$ cat config.mk
export PLATFORM = sky130hd
export DESIGN_NAME = scp_clock_ctrl
export DESIGN_NICKNAME = d
export VERILOG_FILES = /design/src/inc/scp_pkg.sv /design/src/logic/scp_clock_ctrl.sv
export SDC_FILE = /design/constraint.sdc
export NUM_CORES = 1
export LEC_CHECK = 0
export ABC_AREA = 1
export BUFFER_PORTS_ARGS = -buffer_cell sky130_fd_sc_hd__buf_2
export CAP_MARGIN = 20
export CORE_ASPECT_RATIO = 0.9
export CORE_UTILIZATION = 40
export DETAILED_ROUTE_END_ITERATION = 12
export PLACE_DENSITY_LB_ADDON = 0.12
export RECOVER_POWER = 50
export SYNTH_ARGS = -nofsm -noshare
export SYNTH_HDL_FRONTEND = slang
export SYNTH_SLANG_ARGS = --single-unit
export TNS_END_PERCENT = 50
$ cat constraint.sdc
create_clock -name core_clk -period 2.5 [get_ports core_clk]
set_input_delay 0.375 -clock core_clk [delete_from_list [all_inputs] [get_ports core_clk]]
set_output_delay 0.375 -clock core_clk [all_outputs]
set_load 0.01 [all_outputs]
$ cat src/inc/scp_pkg.sv
// Purpose: constants and types for the clock select and prescale block
// Assumes: 125 MHz core_clk; registers at word offsets of a plain port
// Notes:   fuse codes, timing counts and register layouts live here
package scp_pkg;

   // ----------------------------------------------------------------
   // register map
   // ----------------------------------------------------------------
   localparam logic [3:0] ADDR_TRIM      = 4'h0;
   localparam logic [3:0] ADDR_DIVCTL    = 4'h1;
   localparam logic [3:0] ADDR_TIMER_OSC = 4'h2;
   localparam logic [3:0] ADDR_STATUS    = 4'h3;

   localparam int UNLOCK_BIT  = 7;
   localparam int EXT_IN_BIT  = 0;
   localparam int RANGE_BIT   = 7;

   localparam logic [3:0] DIV_RESET_PLAIN = 4'h0;
   localparam logic [3:0] DIV_RESET_EIGHT = 4'h3;
   localparam logic [3:0] DIV_MAX_CODE    = 4'h8;
   localparam logic [7:0] TRIM_DEFAULT    = 8'h80;

   // ----------------------------------------------------------------
   // fuse codes
   // ----------------------------------------------------------------
   localparam logic [3:0] SRC_EXT_CLOCK = 4'h0;
   localparam logic [3:0] SRC_INT_RC    = 4'h2;
   localparam logic [3:0] SRC_LF_FAST   = 4'h6;
   localparam logic [3:0] SRC_LF_SLOW   = 4'h7;

   // ----------------------------------------------------------------
   // timing
   // ----------------------------------------------------------------
   localparam int CLK_MHZ         = 125;
   localparam int UNLOCK_CYCLES   = 4;
   localparam int EXT_WAKE_CK     = 6;
   localparam int LF_FAST_WAKE_CK = 1024;
   localparam int LF_SLOW_WAKE_CK = 32768;
   localparam int RESET_BASE_CK   = 14;
   localparam int DELAY_SHORT_US  = 4100;
   localparam int DELAY_LONG_US   = 65000;
   localparam int DELAY_SHORT_CK  = DELAY_SHORT_US * CLK_MHZ;
   localparam int DELAY_LONG_CK   = DELAY_LONG_US * CLK_MHZ;

   typedef enum logic [1:0]
   {
      SCP_RUN   = 2'b00,
      SCP_RSTW  = 2'b01,
      SCP_WAKEW = 2'b10,
      SCP_HOLD  = 2'b11
   } scp_phase_t;

   typedef struct packed
   {
      logic [3:0] src;
      logic [1:0] startup_delay_fuses;
      logic       clk_out;
      logic       div8;
   } scp_fuse_t;

   typedef struct packed
   {
      scp_phase_t phase;
      logic [23:0] wait_cnt;
      logic [7:0]  trim;
      logic [3:0]  div_sel;
      logic [3:0]  div_act;
      logic [2:0]  unlock_cnt;
      logic        ext_in;
      logic [7:0]  div_cnt;
      logic        clk_en;
      logic [7:0]  rdata;
      logic        fuse_taken;
      logic [1:0]  pin_sync;
      logic [1:0]  wake_sync;
   } scp_state_t;

endpackage : scp_pkg

$ cat src/logic/scp_clock_ctrl.sv
// Purpose: clock source select, start-up delays and glitch-free prescaler
// Assumes: core_clk is the undivided source; divided clock given as enable
// Notes:   fuses are static straps, captured once after reset release
//
// How it works
// - low-frequency crystal wakes after 1K/32K cycles
// - source code 0000 uses crystal input pin
// - external clock: 6-cycle wake, 14CK plus delay
// - timer oscillator only with internal RC source
// - ext input bit takes clock on timer pin
// - clock out fuse drives clock pin always
// - clock pin carries the divided clock, crystal pin at code 0000
// - prescaler divides all system clocks, any source
// - divide switch glitch-free, never faster
// - new rate within old plus two new
// - unlock only by lone bit-7 write
// - unlock clears after four cycles or use
// - reset divider 0000, or 0011 with fuse
// - any divider value accepted through unlock
// - code n divides by two to n, codes above 8 by 256
// - trim loads factory value on first edge after reset release
// - trim bit 7 selects frequency range
// - trim low bits tune monotonically
// - source code 0010 selects internal RC
// - crystal delay code 00 adds 14 cycles
//
// The plain strobed port and the placing of the registers were chosen for this implementation.
module scp_clock_ctrl
#(
   parameter int                 LONG_DELAY_CK  = scp_pkg::DELAY_LONG_CK,
   parameter int                 SHORT_DELAY_CK = scp_pkg::DELAY_SHORT_CK,
   parameter int                 LF_SLOW_CK     = scp_pkg::LF_SLOW_WAKE_CK,
   parameter logic [7:0]         FACTORY_TRIM   = scp_pkg::TRIM_DEFAULT
)
(
   input  wire logic             core_clk,
   input  wire logic             reset,
   input  wire scp_pkg::scp_fuse_t fuses,
   input  wire logic             crystal_input_pin,
   input  wire logic             timer_osc_pin_one,
   input  wire logic             wake_req,
   input  wire logic [3:0]       reg_addr,
   input  wire logic [7:0]       reg_wdata,
   input  wire logic             reg_wr,
   input  wire logic             reg_rd,
   output logic [7:0]            reg_rdata,
   output logic                  sys_clk_en,
   output logic                  core_ready,
   output logic                  clock_out_pin,
   output logic                  clock_out_oe,
   output logic                  use_ext_clock,
   output logic                  timer_osc_enable,
   output logic                  timer_osc_clk_sel,
   output logic [7:0]            oscillator_trim
);

   scp_pkg::scp_state_t s_r;
   scp_pkg::scp_state_t s_nxt;

   logic                 wr_trim;
   logic                 wr_div;
   logic                 lone_unlock;
   logic                 is_rc;
   logic                 div_hit;

   // ----------------------------------------------------------------
   // helpers
   // ----------------------------------------------------------------
   function automatic logic [7:0] div_mask(input logic [3:0] code);
      logic [7:0] m;
      m = 8'h00;
      if (code <= scp_pkg::DIV_MAX_CODE && code != 4'h0)
         m = 8'hFF >> (4'd8 - code);
      else if (code > scp_pkg::DIV_MAX_CODE)
         m = 8'hFF;
      return m;
   endfunction : div_mask

   function automatic logic [23:0] reset_wait(input logic [1:0] startup_delay_fuses,
                                              input logic [3:0] src);
      logic [23:0] w;
      w = 24'(scp_pkg::RESET_BASE_CK);
      if (src == scp_pkg::SRC_LF_FAST || src == scp_pkg::SRC_LF_SLOW)
      begin
         if (startup_delay_fuses == 2'b01)
            w = 24'(scp_pkg::RESET_BASE_CK + SHORT_DELAY_CK);
         else if (startup_delay_fuses == 2'b10)
            w = 24'(scp_pkg::RESET_BASE_CK + LONG_DELAY_CK);
      end
      else
      begin
         case (startup_delay_fuses)
            2'b01:   w = 24'(scp_pkg::RESET_BASE_CK + SHORT_DELAY_CK);
            2'b10:   w = 24'(scp_pkg::RESET_BASE_CK + LONG_DELAY_CK);
            default: w = 24'(scp_pkg::RESET_BASE_CK);
         endcase
      end
      return w;
   endfunction : reset_wait

   function automatic logic [23:0] wake_wait(input logic [3:0] src);
      logic [23:0] w;
      case (src)
         scp_pkg::SRC_LF_FAST: w = 24'(scp_pkg::LF_FAST_WAKE_CK);
         scp_pkg::SRC_LF_SLOW: w = 24'(LF_SLOW_CK);
         default:              w = 24'(scp_pkg::EXT_WAKE_CK);
      endcase
      return w;
   endfunction : wake_wait

   // ----------------------------------------------------------------
   // decode
   // ----------------------------------------------------------------
   assign wr_trim     = reg_wr && reg_addr == scp_pkg::ADDR_TRIM;
   assign wr_div      = reg_wr && reg_addr == scp_pkg::ADDR_DIVCTL;
   assign lone_unlock = wr_div && reg_wdata == 8'h80;
   assign is_rc       = s_r.fuse_taken && fuses.src == scp_pkg::SRC_INT_RC;
   // prescaler counter reaching the selected count gives one enable
   assign div_hit     = (s_r.div_cnt & div_mask(s_r.div_act)) ==
                        div_mask(s_r.div_act);

   always_comb
   begin
      s_nxt = s_r;
      s_nxt.pin_sync  = {s_r.pin_sync[0], timer_osc_pin_one};
      s_nxt.wake_sync = {s_r.wake_sync[0], wake_req};
      s_nxt.rdata     = 8'h00;

      // straps are captured once, first edge after reset release
      if (!s_r.fuse_taken)
      begin
         s_nxt.fuse_taken = 1'b1;
         s_nxt.div_sel    = fuses.div8 ? scp_pkg::DIV_RESET_EIGHT
                                       : scp_pkg::DIV_RESET_PLAIN;
         s_nxt.div_act    = s_nxt.div_sel;
         s_nxt.trim       = FACTORY_TRIM;
         s_nxt.wait_cnt   = reset_wait(fuses.startup_delay_fuses, fuses.src);
         s_nxt.phase      = (fuses.startup_delay_fuses == 2'b11) ? scp_pkg::SCP_HOLD
                                                 : scp_pkg::SCP_RSTW;
      end
      else
      begin
         case (s_r.phase)
            scp_pkg::SCP_RSTW, scp_pkg::SCP_WAKEW:
            begin
               if (s_r.wait_cnt <= 24'h000001)
                  s_nxt.phase = scp_pkg::SCP_RUN;
               s_nxt.wait_cnt = s_r.wait_cnt - 24'h000001;
            end
            scp_pkg::SCP_RUN:
            begin
               if (s_r.wake_sync[1])
               begin
                  s_nxt.phase    = scp_pkg::SCP_WAKEW;
                  s_nxt.wait_cnt = wake_wait(fuses.src);
               end
            end
            scp_pkg::SCP_HOLD:
               s_nxt.phase = scp_pkg::SCP_HOLD;
            default:
               s_nxt.phase = scp_pkg::SCP_HOLD;
         endcase
      end

      // unlock window: fixed length, rewrite neither extends nor clears
      if (s_r.unlock_cnt != 3'h0)
         s_nxt.unlock_cnt = s_r.unlock_cnt - 3'h1;
      if (lone_unlock && s_r.unlock_cnt == 3'h0)
         s_nxt.unlock_cnt = 3'(scp_pkg::UNLOCK_CYCLES);
      else if (wr_div && !reg_wdata[scp_pkg::UNLOCK_BIT] && s_r.unlock_cnt != 3'h0)
      begin
         s_nxt.div_sel    = reg_wdata[3:0];
         s_nxt.unlock_cnt = 3'h0;
      end

      if (wr_trim)
         s_nxt.trim = reg_wdata;
      if (reg_wr && reg_addr == scp_pkg::ADDR_TIMER_OSC)
         s_nxt.ext_in = reg_wdata[scp_pkg::EXT_IN_BIT];

      // prescaler: new setting only adopted on an output edge
      s_nxt.clk_en  = 1'b0;
      s_nxt.div_cnt = s_r.div_cnt + 8'h01;
      if (div_hit)
      begin
         s_nxt.clk_en  = 1'b1;
         s_nxt.div_cnt = 8'h00;
         s_nxt.div_act = s_r.div_sel;
      end

      if (reg_rd)
      begin
         case (reg_addr)
            scp_pkg::ADDR_TRIM:
               s_nxt.rdata = s_r.trim;
            scp_pkg::ADDR_DIVCTL:
               s_nxt.rdata = {(s_r.unlock_cnt != 3'h0), 3'b000, s_r.div_sel};
            scp_pkg::ADDR_TIMER_OSC:
               s_nxt.rdata = {7'h00, s_r.ext_in};
            scp_pkg::ADDR_STATUS:
               s_nxt.rdata = {2'b00, s_r.div_act, s_r.phase};
            default:
               s_nxt.rdata = 8'h00;
         endcase
      end
   end

   always_ff @(posedge core_clk or posedge reset)
   begin
      if (reset)
      begin
         s_r <= '{phase: scp_pkg::SCP_HOLD, wait_cnt: 24'h000000,
                  trim: scp_pkg::TRIM_DEFAULT, div_sel: scp_pkg::DIV_RESET_PLAIN,
                  div_act: scp_pkg::DIV_RESET_PLAIN, unlock_cnt: 3'h0,
                  ext_in: 1'b0, div_cnt: 8'h00, clk_en: 1'b0, rdata: 8'h00,
                  fuse_taken: 1'b0, pin_sync: 2'b00, wake_sync: 2'b00};
      end
      else
      begin
         s_r <= s_nxt;
      end
   end

   // ----------------------------------------------------------------
   // outputs
   // ----------------------------------------------------------------
   assign reg_rdata         = s_r.rdata;
   assign sys_clk_en        = s_r.clk_en;
   assign core_ready        = s_r.phase == scp_pkg::SCP_RUN && s_r.fuse_taken;
   assign use_ext_clock     = fuses.src == scp_pkg::SRC_EXT_CLOCK;
   // timer oscillator shares crystal pins, so only legal on internal RC
   assign timer_osc_enable  = is_rc;
   assign timer_osc_clk_sel = is_rc && s_r.ext_in && s_r.pin_sync[1];
   assign oscillator_trim   = s_r.trim;
   // clock out runs even in reset, carries crystal pin at code 0, else the divided rate
   assign clock_out_oe      = fuses.clk_out;
   assign clock_out_pin     = fuses.clk_out &&
                              (s_r.div_act == 4'h0 ? crystal_input_pin : s_r.clk_en);

   // ----------------------------------------------------------------
   // checks
   // ----------------------------------------------------------------
   chk_unlock_four: assert property (@(posedge core_clk) disable iff (reset)
      (lone_unlock && s_r.unlock_cnt == 3'h0 && s_r.fuse_taken)
         |=> (s_r.unlock_cnt == 3'd4) ##4 (s_r.unlock_cnt == 3'h0))
      else $error("unlock window not four cycles");
   chk_unlock_lone: assert property (@(posedge core_clk) disable iff (reset)
      (wr_div && reg_wdata != 8'h80 && s_r.unlock_cnt == 3'h0) |=> s_r.unlock_cnt == 3'h0)
      else $error("unlock set by mixed write");
   chk_div_locked: assert property (@(posedge core_clk) disable iff (reset)
      (s_r.fuse_taken && s_r.unlock_cnt == 3'h0 && !lone_unlock) |=> $stable(s_r.div_sel))
      else $error("divider changed while locked");
   chk_div_taken: assert property (@(posedge core_clk) disable iff (reset)
      (wr_div && !reg_wdata[7] && s_r.unlock_cnt != 3'h0)
         |=> s_r.div_sel == $past(reg_wdata[3:0]))
      else $error("divider write lost");
   chk_rd_zero: assert property (@(posedge core_clk) disable iff (reset)
      (reg_rd && reg_addr == scp_pkg::ADDR_DIVCTL) |=> reg_rdata[6:4] == 3'b000)
      else $error("unused prescale bits not zero");
   chk_div_two: assert property (@(posedge core_clk) disable iff (reset)
      (s_r.clk_en && s_r.div_act == 4'h1) |=> !s_r.clk_en ##1 s_r.clk_en)
      else $error("divide by two wrong");
   chk_no_back: assert property (@(posedge core_clk) disable iff (reset)
      (s_r.clk_en && s_r.div_act != 4'h0 && $stable(s_r.div_act)) |=> !s_r.clk_en)
      else $error("glitch in divided clock");
   chk_reset_div: assert property (@(posedge core_clk) disable iff (reset)
      (!s_r.fuse_taken) |=> s_r.div_sel == (fuses.div8 ? 4'h3 : 4'h0))
      else $error("divider reset value wrong");
   chk_clk_out: assert property (@(posedge core_clk) disable iff (reset)
      fuses.clk_out |-> clock_out_oe)
      else $error("clock out not driven");
   chk_rc_only: assert property (@(posedge core_clk) disable iff (reset)
      timer_osc_enable |-> fuses.src == scp_pkg::SRC_INT_RC)
      else $error("timer osc without internal rc");
   chk_rc_timer: assert property (@(posedge core_clk) disable iff (reset)
      (s_r.fuse_taken && fuses.src == scp_pkg::SRC_INT_RC) |-> timer_osc_enable)
      else $error("internal rc without timer osc");
   chk_clk_out_div: assert property (@(posedge core_clk) disable iff (reset)
      (fuses.clk_out && s_r.div_act != 4'h0) |-> clock_out_pin == s_r.clk_en)
      else $error("clock pin not divided clock");
   chk_clk_out_off: assert property (@(posedge core_clk) disable iff (reset)
      !fuses.clk_out |-> !clock_out_pin)
      else $error("clock pin active without fuse");

   // ----------------------------------------------------------------
   // start-up and wake timing
   // ----------------------------------------------------------------
   // a held-high wake request only retriggers once run is reached again
   chk_reset_wait: assert property (@(posedge core_clk) disable iff (reset)
      (!s_r.fuse_taken && fuses.startup_delay_fuses == 2'b00)
         |=> !core_ready [*8] ##6 !core_ready ##1 core_ready)
      else $error("reset delay not fourteen cycles");
   chk_reset_hold: assert property (@(posedge core_clk) disable iff (reset)
      (s_r.fuse_taken && fuses.startup_delay_fuses == 2'b11) |-> !core_ready)
      else $error("reserved delay code left hold");
   chk_wake_start: assert property (@(posedge core_clk) disable iff (reset)
      (core_ready && s_r.wake_sync[1]) |=> !core_ready)
      else $error("wake wait not entered");
   chk_wake_ext: assert property (@(posedge core_clk) disable iff (reset)
      (core_ready && s_r.wake_sync[1] && fuses.src == scp_pkg::SRC_EXT_CLOCK)
         |=> !core_ready [*6] ##1 core_ready)
      else $error("external wake not six cycles");
   chk_wake_lf: assert property (@(posedge core_clk) disable iff (reset)
      (core_ready && s_r.wake_sync[1] && fuses.src == scp_pkg::SRC_LF_FAST)
         |=> !core_ready ##300 !core_ready)
      else $error("crystal wake too short");
   chk_fuse_once: assert property (@(posedge core_clk) disable iff (reset)
      s_r.fuse_taken |=> s_r.fuse_taken)
      else $error("straps captured twice");

   // ----------------------------------------------------------------
   // prescaler
   // ----------------------------------------------------------------
   chk_cnt_range: assert property (@(posedge core_clk) disable iff (reset)
      s_r.div_cnt <= div_mask(s_r.div_act))
      else $error("prescale count past its end");
   chk_hit_pulse: assert property (@(posedge core_clk) disable iff (reset)
      1'b1 |=> sys_clk_en == $past(div_hit))
      else $error("enable pulse not from count end");
   chk_adopt_edge: assert property (@(posedge core_clk) disable iff (reset)
      !div_hit |=> $stable(s_r.div_act))
      else $error("divider adopted between edges");
   chk_div_one: assert property (@(posedge core_clk) disable iff (reset)
      (s_r.fuse_taken && s_r.div_act == 4'h0 && $stable(s_r.div_act)) |-> s_r.clk_en)
      else $error("divide by one lost a pulse");
   chk_div_gap: assert property (@(posedge core_clk) disable iff (reset)
      (s_r.clk_en && s_r.div_act == 4'h2 && $stable(s_r.div_act))
         |=> !s_r.clk_en [*3] ##1 s_r.clk_en)
      else $error("divide by four wrong");

   // ----------------------------------------------------------------
   // registers
   // ----------------------------------------------------------------
   chk_unlock_max: assert property (@(posedge core_clk) disable iff (reset)
      s_r.unlock_cnt <= 3'd4)
      else $error("unlock window too long");
   chk_unlock_clear: assert property (@(posedge core_clk) disable iff (reset)
      (wr_div && !reg_wdata[7] && s_r.unlock_cnt != 3'h0) |=> s_r.unlock_cnt == 3'h0)
      else $error("unlock kept after divider write");
   chk_unlock_renew: assert property (@(posedge core_clk) disable iff (reset)
      (lone_unlock && s_r.unlock_cnt != 3'h0)
         |=> s_r.unlock_cnt == $past(s_r.unlock_cnt) - 3'h1)
      else $error("unlock rewrite changed window");
   chk_trim_write: assert property (@(posedge core_clk) disable iff (reset)
      wr_trim |=> oscillator_trim == $past(reg_wdata))
      else $error("trim write lost");
   chk_trim_hold: assert property (@(posedge core_clk) disable iff (reset)
      (s_r.fuse_taken && !wr_trim) |=> $stable(oscillator_trim))
      else $error("trim changed without write");
   chk_trim_factory: assert property (@(posedge core_clk) disable iff (reset)
      !s_r.fuse_taken |=> oscillator_trim == FACTORY_TRIM)
      else $error("factory trim not loaded");
   chk_ext_write: assert property (@(posedge core_clk) disable iff (reset)
      (reg_wr && reg_addr == scp_pkg::ADDR_TIMER_OSC) |=> s_r.ext_in == $past(reg_wdata[0]))
      else $error("timer input bit write lost");
   chk_ext_follow: assert property (@(posedge core_clk) disable iff (reset)
      (is_rc && s_r.ext_in) |-> timer_osc_clk_sel == s_r.pin_sync[1])
      else $error("timer pin not selected");
   chk_rdata_idle: assert property (@(posedge core_clk) disable iff (reset)
      !reg_rd |=> reg_rdata == 8'h00)
      else $error("read data without read");
   chk_rd_trim: assert property (@(posedge core_clk) disable iff (reset)
      (reg_rd && reg_addr == scp_pkg::ADDR_TRIM) |=> reg_rdata == $past(s_r.trim))
      else $error("trim read wrong");
   chk_rd_unlock: assert property (@(posedge core_clk) disable iff (reset)
      (reg_rd && reg_addr == scp_pkg::ADDR_DIVCTL)
         |=> reg_rdata[7] == ($past(s_r.unlock_cnt) != 3'h0))
      else $error("unlock bit read wrong");

endmodule : scp_clock_ctrl

==> results.md, run 1 <==
* Status: finished clean
* H-tree lvl count at 3
* Drt initial violations at a little over 200
* Num CTS Buffers at 9
* Sequential power share at 31.7%
* HPWL Detailed at about 7.4 mm
* Slew headroom at between 20% and 30%
* WS Path Type: register to register
* DRC errors left at 0
* Initial antenna violation count at 0
* Diodes inserted at 0
* CTS resizes at 0
* Worst skew pair latency at about 340 ps
* Clk buf depth at 2
* Crit end category: register
* Post-synth cell types at 38
* Top-area cell type share of the netlist area at between 30% and 40%
* CP peak stage delay at about 550 ps
* Syn_nets at between 500 and 600
* Via count at between 3000 and 4000
* Setup TNS at 0 ps
* Slew @ Worst Pin at roughly 1200 ps
* Setup bufs post-CTS at 0
* Final hold vios at 0
* Count leader, synth: nand2_1
* Leakage at 2.47 nW
* Mean post-synth cell area at between 7 and 8 sq um
* Slew Viols, Final at 0
* Fin crit period at 2110 ps
* Worst Path Required at 2730 ps
* Hold Crit Class: input pin to register
* Worst Setup Start Kind: register
* Row cnt at 34
* Post-synth top flop: dfrtp_1
* Synth top cells by count: 105 x nand2_1, 92 x inv_1, 65 x dfrtp_1
* R2R Setup Slk at ~390 ps
* Clock root buffer: clkbuf_16
* Share of cells above drive strength 1 at approximately 18%
* Final ANT Viol Nets at 0
* Synth area leader: dfrtp_1
* Power, Total at about 5.1 mW
* Sw Share at approximately 41%
* R2r endpoint: s_r[54]$_DFFE_PP0P_
* R2r startpoint: s_r[66]$_DFFE_PP1P_
* Hold Crit Depth at 1
* R2R depth at 12
* Slowest CP cell: dfstp_2
* Hold path start: wake_req
* Clock tree sinks at 68
* Most frequent CP cell: inv_1
* Via density per instance at ~5.0
* Post-synthesis compound-gate area fraction at approximately an eighth
* Sequential area share after synthesis at around 41%
* Largest net degree at the start of global routing at 48
* Overflow after GRT at 0
* RSZ-0062 raised after global routing: false
* Comb pwr share at 39.2%
* Main area contributors after synthesis: dfrtp_1 39%, nand2_1 9.5%, inv_1 8.4%
* Pwr/cell area at between 1000 and 1500 nW/um^2
* Ys async rst share at 100%
* Worst Setup SP: s_r[66]$_DFFE_PP1P_
* WP data arrival at around 2300 ps
* Max frequency at 473 MHz
* CP Max Fanout at 12
* Post-Synth Simple-Gate Area at between 20 and 30%
* Tcrit/Tclk final at a little over four fifths
* Area of the multi-input gates at 1850 sq um
* Synth Area in Adders at ~4.2%
* Die area at ~11000 sq um
* Reg clk slew, reported paths at 60 ps
* Max Cap Viol at 0
* P&R area growth vs syn at 14.5%
* Clock share of power at just under 30%
* Crit-path cells: inv_1, ha_1, nand2_2, nor2_2, inv_2, o21ai_2, inv_2, o21ai_2, inv_1, o21ai_0, o21ai_0, inv_1
* Starting Density at a little over two fifths
* Hold_buf cts at 0
* Total GRT Usage at between 20% and 30%
* Die Ht at approximately 98 um
* Final setup violating endpoints at 0
* Xor/xnor cell area share of the yosys netlist at 0.849%
* Final wirelength at 9.87 mm
* Sequential Area at 1710 sq um
* Num ports at 50
* Clk_skew at between 7 and 8 ps
* Largest family of logic cells by synthesized area: simple AND/OR/NAND/NOR gates
* Cell Int Power at slightly above 3 mW
* Routed len/inst at 13.8 um
* Final Hold Slack at approximately 140 ps
* First-pass GRT wire length at around 17 mm
* Synth Warn # at 0
* Nets at around 630
* WHS Endpoint: s_nxt[1]$_DFF_PP0_
* Vias in the first global route at about 3400
* Fillers at ~960
* Initial DRT Pass Iterations at 5
* EDFF count, synth at 0
* Core ar. at roughly 9800 sq um
* Post-Syn Area at 4130 sq um
* Die width at approximately 110 um
* Cells after Synth at roughly 550
* CTS tree: built
* Maximum vdd drop at 0.460 mV
* Mux share of post-synthesis cell area at 0%
* Synth Register Bits at 68
* Port bufs at just under 50
* Sw Pwr at just over 2 mW
* GPL Wtd Cong at about 0.87
-- area by class of cell --
class,count,share of cell area (%)
clock inverter,7,2.60
timing repair buffer,55,5.96
multi-input combinational,351,39.2
tap,126,3.34
clock buffer,9,4.77
inverter,101,8.02
sequential,68,36.1
-- worst max-delay path, delay by kind of cell, from the launching register on --
kind / cells / cell delay, ps
adders and majority gates: 1 / 310
buffers and inverters: 5 / 540
and+or+nand+nor: 2 / 200
DFF: 1 / 550
AOI/OAI and AO/OA: 4 / 400
-- power groups by stage --
stage               Combinational (mW)  Clock, mW  Sequential [mW]
finish                            2.00       1.49             1.61
floorplan                         1.59          0             1.56
detailed placement                1.99          0             1.62
CTS                               2.00       1.52             1.61
global placement                  1.95          0             1.62
global route                      2.29       1.56             1.65
-- logic make-up after synthesis --
logic type                 count (synthesis)
and+or+nand+nor                          241
buffers and inverters                    126
AOI/OAI and AO/OA                         91
DFF                                       68
adders and majority gates                 14
xor gates and xnor gates                   4
other                                      1
-- through the flow --
step	util, %	cells	setup slack (ps)	area, sq um
finish	48.1	717	387	4720
global route	48.1	717	216	4720
CTS	48.3	717	390	4750
detailed placement	44.8	701	421	4400
global placement	44.8	701	472	4400
floorplan	-	545	418	4130
-- cell usage in the layout (no fill, tap or decap), types with 4 or more instances in the layout --
| cell type | instances |
|---|---|
| nand2_2 | 4 |
| o22ai_1 | 6 |
| nor3_1 | 8 |
| dfrtp_1 | 65 |
| a22oi_1 | 8 |
| nor2_2 | 7 |
| buf_2 | 47 |
| a21oi_1 | 22 |
| o21ai_0 | 38 |
| clkbuf_16 | 9 |
| nand4_1 | 7 |
| nor2_1 | 48 |
| nand2_1 | 105 |
| nand3_1 | 47 |
| xor2_1 | 4 |
| o21ai_1 | 6 |
| buf_4 | 4 |
| inv_1 | 92 |
| inv_2 | 8 |
| ha_1 | 14 |
-- registers in the layout, indices dropped and copies added, names as in the netlist --
| register | cells |
|---|---|
| reg_rdata | 8 |
| s_r | 49 |
| s_nxt | 2 |
| sys_clk_en | 1 |
| oscillator_trim | 8 |
-- worst max path at each step --
stage | end | slack, ps | depth (start not counted)
6_report | s_r[54]$_DFFE_PP0P_ | 390 | 12
5_1_grt | s_r[56]$_DFFE_PP0P_ | 220 | 3
4_1_cts | s_r[54]$_DFFE_PP0P_ | 390 | 12
3_5_place_dp | s_r[54]$_DFFE_PP0P_ | 420 | 12
3_3_place_gp | s_r[54]$_DFFE_PP0P_ | 470 | 12
2_1_floorplan | oscillator_trim[0]$_DFFE_PP0P_ | 420 | 1
-- layer usage --
layer / vias up / global-route usage (%) / part of all wire (%)
met3: 9 / 5.61 / 6.9
met4: 0 / 5.09 / 1.0
met1: 1679 / 30.9 / 52
li1: 1816 / - / -
met5: - / 0 / 0
met2: 96 / 28.0 / 40
Note: power is estimated with default switching activity, not from simulation.
==> run 2, diff against run 1 <==
Clock period 2.5 ns to 1.8 ns, I/O delays scaled along.
==> results.md, run 2 (same netlist as run 1, synthesis figures left out) <==
* Fin crit period at ~1700 ps
* Met1 Use GR at 31.6% (+0.79 points)
* M3 GR Usage at 4.47% (-1.1 points)
* Clk buf depth at 2 (unchanged)
* Nets at 667 (+6.4%)
* Pre-CTS setup slack at -73.0 ps (-494 ps)
* Clk_skew at 9.29 ps (+1.67 ps)
* DRC errors left at 0 (unchanged)
* Worst Setup Start Kind: register
* Final setup violating endpoints at 0 (unchanged)
* Overflow after GRT at 0 (unchanged)
* Worst skew pair latency at 330 ps (about the same)
* WP data arrival at 1460 ps (-880 ps)
* Slew headroom at 33.4% (+13 points)
* Worst Path Required at 1530 ps (-1200 ps)
* Via density per instance at 4.94 (-1.5%)
* Leakage at 2.68 nW (+8.3%)
* Via count at 3743 (+4.0%)
* Max Cap Viol at 0 (unchanged)
* WS Path Type: register to output port
* GPL Wtd Cong at 0.890 (+2.6%)
* Port bufs at 49 (unchanged)
* Core ar. at 9830 sq um (unchanged)
* Die width at 109 um (unchanged)
* Setup TNS at 0 ps (unchanged)
* Die Ht at 98.4 um (unchanged)
* Max FFs per register at 49 (unchanged)
* Clock root buffer: clkbuf_16
* Commonest non-fill, non-tap cells in the layout: 104 x nand2_1, 86 x inv_1, 64 x dfrtp_1, 49 x buf_2
* Slew @ Worst Pin at 994 ps (-202 ps)
* Max frequency at ~580 MHz
* Maximum vdd drop at 0.611 mV (+33%)
* Diodes inserted at 0 (unchanged)
* Setup slack after layout at 67.5 ps (-319 ps)
* Cell Area, Placed at 4670 sq um (+6.1%)
* Starting Density at 42.0% (unchanged)
* Row cnt at 34 (unchanged)
* Initial DRT Pass Iterations at 4 (-1)
* P&R area growth vs syn at 23.7%
* CP Max Fanout at 4 (-8)
* Pwr/cell area at 1510 nW/um^2 (+40%)
* Final hold vios at 0 (unchanged)
* Final instance area at 5110 sq um (+8.1%)
* Area of the multi-input gates at 1930 sq um (+3.9%)
* Hold Crit Class: input pin to register
* CTS tree: built
* Status: finished clean
* GRT met2 Usage at 30.2% (+2.3 points)
* Crit end category: output port
* Reg clk slew, reported paths at 60 ps (about the same)
* Fillers at 971 (+1.5%)
* Cell family with most CP delay: flip-flops
* H-tree lvl count at 3 (unchanged)
* Total GRT Usage at 21.0% (+0.71 points)
* Drt initial violations at 185 (-11%)
* RSZ-0062 raised after global routing: true
* Final ANT Viol Nets at 0 (unchanged)
* CP peak stage delay at 390 ps (-160 ps)
* Crit-path cells: inv_2, ha_4, nand3_2, buf_6, o21ai_2, a21oi_1, buf_2
* Initial antenna violation count at 0 (unchanged)
* Final wirelength at 10.3 mm (+4.2%)
* Die area at 10700 sq um (unchanged)
* Routed len/inst at 13.6 um (-1.3%)
* Num ports at 50 (unchanged)
* Share of cells above drive strength 1 at 26.1% (+8.6 points)
* First-pass GRT wire length at 17.5 mm (+4.1%)
* Tcrit/Tclk final at a little over nine tenths
* Buf/Inv on CP at 3 (-2)
* Grt peak-use layer: met1
* Power, Total at 7.74 mW (+52%)
* Sequential Area at 1710 sq um (about the same)
* Largest net degree at the start of global routing at 27 (-44%)
* Most common cell after layout, fill and taps aside: nand2_1
* Clock tree sinks at 68 (unchanged)
* Num CTS Buffers at 9 (unchanged)
* Slew Viols, Final at 0 (unchanged)
* Vias in the first global route at 3601 (+4.9%)
* Biggest register: s_r
* Slowest CP cell: dfrtp_1
* HPWL Detailed at 7.80 mm (+4.8%)
[run 2: routing by layer]
layer / vias up / part of all wire [%]
met5: - / 0
met4: 0 / 0.98
met3: 10 / 4.3
met2: 71 / 43
met1: 1762 / 52
li1: 1900 / -
[run 2: area by class of cell]
cell class / instances / area share, %
Multi-Input combinational cell: 351 / 37.7
Timing Repair Buffer: 95 / 12.4
Sequential cell: 68 / 33.4
Clock buffer: 12 / 5.02
Clock inverter: 4 / 0.931
Inverter: 101 / 7.45
Tap cell: 126 / 3.09
[run 2: final timing paths]
path | cells after the start | to | start | slack (ps)
max | 7 | clock_out_pin | s_r[27]$_DFFE_PP0P_ | 70
max in group asynchronous | 3 | s_r[4]$_DFF_PP0_ | reset | 520
min in group asynchronous | 2 | s_r[17]$_DFF_PP0_ | reset | 110
min | 1 | s_nxt[1]$_DFF_PP0_ | wake_req | 40
max reg2reg | 11 | s_r[48]$_DFFE_PP0P_ | s_r[66]$_DFFE_PP1P_ | 70
min reg2reg | 0 | s_r[1]$_DFF_PP0_ | s_nxt[1]$_DFF_PP0_ | 350
[run 2: timing repair]
item	in CTS	in global routing
pin swaps	3	2
cloned	1	0
buffers inserted	1	6
hold buffers	0	0
setup endpoints to repair	20	31
resized for setup	12	15
[run 2: stage by stage]
stage | utilization, % | hold slack [ps] | std cells
floorplan | - | 301 | 545
global placement | 47.5 | 335 | 733
detailed placement | 47.5 | 339 | 733
CTS | 51.4 | 6.27 | 751
global route | 52.0 | 30.4 | 757
finish | 52.0 | 42.1 | 757
[run 2: power breakdown]
part | total (mW) | switching [mW] | internal, mW
logic | 3.71 | 2.10 | 1.61
clock network | 1.80 | 0.656 | 1.14
registers | 2.23 | 0.310 | 1.92
total | 7.74 | 3.06 | 4.67
==> run 3, diff against run 2 <==
Settings changed: REMOVE_ABC_BUFFERS set to 1.
==> results.md, run 3 (same netlist as run 1, synthesis figures left out) <==
* Clock tree sinks at 68 (unchanged)
* Largest net degree at the start of global routing at 69 (+160%)
* First-pass GRT wire length at 17.2 mm (-1.2%)
* P&R area growth vs syn at 23.6%
* Worst Setup Start Kind: register
* Buf/Inv on CP at 5 (+2)
* Num CTS Buffers at 9 (unchanged)
* Share of cells above drive strength 1 at 27.0% (+0.82 points)
* Starting Density at 42.0% (unchanged)
* Pwr/cell area at 1520 nW/um^2 (+0.14%)
* Port bufs at 49 (unchanged)
* Die Ht at 98.4 um (unchanged)
* Final instance area at 5100 sq um (-0.12%)
* Slowest CP cell: dfstp_2
* Hold_buf cts at 0 (unchanged)
* Initial antenna violation count at 0 (unchanged)
* CTS tree: built
* Hold path start: timer_osc_pin_one
* Worst skew pair latency at 340 ps (about the same)
* Num ports at 50 (unchanged)
* Final wirelength at 10.3 mm (-0.21%)
* Final ANT Viol Nets at 0 (unchanged)
* Die width at 109 um (unchanged)
* Diodes inserted at 0 (unchanged)
* Overflow after GRT at 0 (unchanged)
* Final setup violating endpoints at 0 (unchanged)
* WHS Endpoint: s_nxt[3]$_DFF_PP0_
* RSZ-0062 raised after global routing: true
* R2R depth at 11 (unchanged)
* Cell family with most CP delay: flip-flops
* Status: finished clean
* R2R Setup Slk at 30 ps (-40 ps)
* Reg clk slew, reported paths at 60 ps (about the same)
* Hold Crit Depth at 1 (unchanged)
* Maximum vdd drop at 0.780 mV (+28%)
* Hold Crit Class: input pin to register
* Worst Path Required at 2020 ps (+490 ps)
* Cell Area, Placed at 4610 sq um (-1.2%)
* Most common cell after layout, fill and taps aside: nand2_1
* Slew headroom at 36.5% (+3.1 points)
* Core ar. at 9830 sq um (unchanged)
* Slew Viols, Final at 0 (unchanged)
* R2r endpoint: s_r[49]$_DFFE_PP0P_
* Fillers at 944 (-2.8%)
* Fin crit period at 1770 ps (+37.4 ps)
* Area of the multi-input gates at 2000 sq um (+3.6%)
* Commonest non-fill, non-tap cells in the layout: 104 x nand2_1, 85 x inv_1, 64 x dfrtp_1, 49 x buf_2, 45 x nand3_1
* Row cnt at 34 (unchanged)
* Die area at 10700 sq um (unchanged)
* Leakage at 2.64 nW (-1.4%)
* Total GRT Usage at 20.8% (-0.23 points)
* H-tree lvl count at 3 (unchanged)
* Drt initial violations at 257 (+39%)
* Tcrit/Tclk final at 98.3% (+2.1 points)
* Max frequency at 565 MHz (-2.1%)
* Max FFs per register at 49 (unchanged)
* Clock root buffer: clkbuf_16
* WS Path Type: register to register
* Via density per instance at 4.96 (+0.39%)
* Initial DRT Pass Iterations at 5 (+1)
* R2r startpoint: s_r[66]$_DFFE_PP1P_
* DRC errors left at 0 (unchanged)
* Routed len/inst at 13.7 um (+0.85%)
* CP peak stage delay at 530 ps (+140 ps)
* Clk buf depth at 2 (unchanged)
* Sequential Area at 1710 sq um (unchanged)
* Final hold vios at 0 (unchanged)
* Setup slack after layout at 30.2 ps (-37.4 ps)
* Vias in the first global route at 3530 (-2.0%)
* Via count at 3718 (-0.67%)
* GPL Wtd Cong at 0.815 (-8.4%)
* CP Max Fanout at 8 (+4)
* Setup TNS at 0 ps (unchanged)
* Crit end category: register
* HPWL Detailed at 7.56 mm (-3.0%)
* Max Cap Viol at 0 (unchanged)
* Pre-CTS setup slack at -124 ps (-51.2 ps)
* Crit-path cells: inv_2, ha_4, inv_4, nand2_4, o21ai_4, buf_12, nor2_1, inv_2, o21ai_1, o21ai_1, inv_1
* Nets at 659 (-1.2%)
* Clk_skew at 8.74 ps (-0.552 ps)
* Biggest register: s_r
* WP data arrival at 1990 ps (+530 ps)
* Slew @ Worst Pin at 953 ps (-40.7 ps)
==> run 3: changes by cell type in the layout (fill, tap and decap cells not counted), sizes merged <==
| cell | previous run | this run |
|---|---|---|
| buf | 93 | 85 |
| inv | 100 | 101 |
| clkinv | 2 | 4 |
| clkbuf | 14 | 12 |
| bufinv | 1 | 0 |
==> run 3: repair_timing <==
action                                  in CTS  in global routing
endpoints found under the hold margin        0                  0
endpoints found under the setup margin      24                 36
gates resized for setup                     14                 44
buffers inserted                             4                  3
cloned                                       0                  1
pin swaps                                    1                 10
==> run 3: how the worst max path moves through the flow <==
| stage | slack (ps) | start | cells after the start | end |
|---|---|---|---|---|
| floorplan | -340 | s_r[66]$_DFFE_PP1P_ | 11 | s_r[54]$_DFFE_PP0P_ |
| global placement | -50 | s_r[66]$_DFFE_PP1P_ | 11 | s_r[53]$_DFFE_PP0P_ |
| detailed placement | -120 | s_r[66]$_DFFE_PP1P_ | 11 | s_r[48]$_DFFE_PP0P_ |
| CTS | -20 | s_r[26]$_DFFE_PP0P_ | 12 | s_r[28]$_DFFE_PP0P_ |
| global route | -70 | s_r[67]$_DFFE_PP1P_ | 10 | s_r[48]$_DFFE_PP0P_ |
| finish | 30 | s_r[66]$_DFFE_PP1P_ | 11 | s_r[49]$_DFFE_PP0P_ |
==> run 3: area by class of cell <==
type / count / share of cell area (%)
inverters: 101 / 7.48
clock inverters: 6 / 0.834
well taps: 126 / 3.09
flip-flops and latches: 68 / 33.5
multi-input cells: 351 / 39.1
repair buffers: 87 / 11.5
clock buffers: 10 / 4.49
==> run 3: power breakdown <==
part	switching [mW]	total (mW)	internal [mW]
combinational	2.22	3.89	1.67
clock	0.689	1.62	0.931
sequential	0.317	2.23	1.91
==> run 3: routing by layer <==
| metal | GRT usage (%) | vias up | wire (um) |
|---|---|---|---|
| li1 | - | 1875 | - |
| met1 | 30.5 | 1733 | 5170 |
| met2 | 30.1 | 97 | 4460 |
| met3 | 5.01 | 13 | 507 |
| met4 | 6.03 | 0 | 112 |
| met5 | 0 | - | 0 |
==> run 3: through the flow <==
step	power, mW	hold slack, ps	std cells	util [%]
2_1_floorplan	4.25	301	520	-
6_report	7.74	34.6	749	51.9
3_5_place_dp	5.49	344	726	46.9
3_3_place_gp	5.42	335	726	46.9
4_1_cts	7.32	20.0	746	50.4
5_1_grt	8.38	26.0	749	51.9
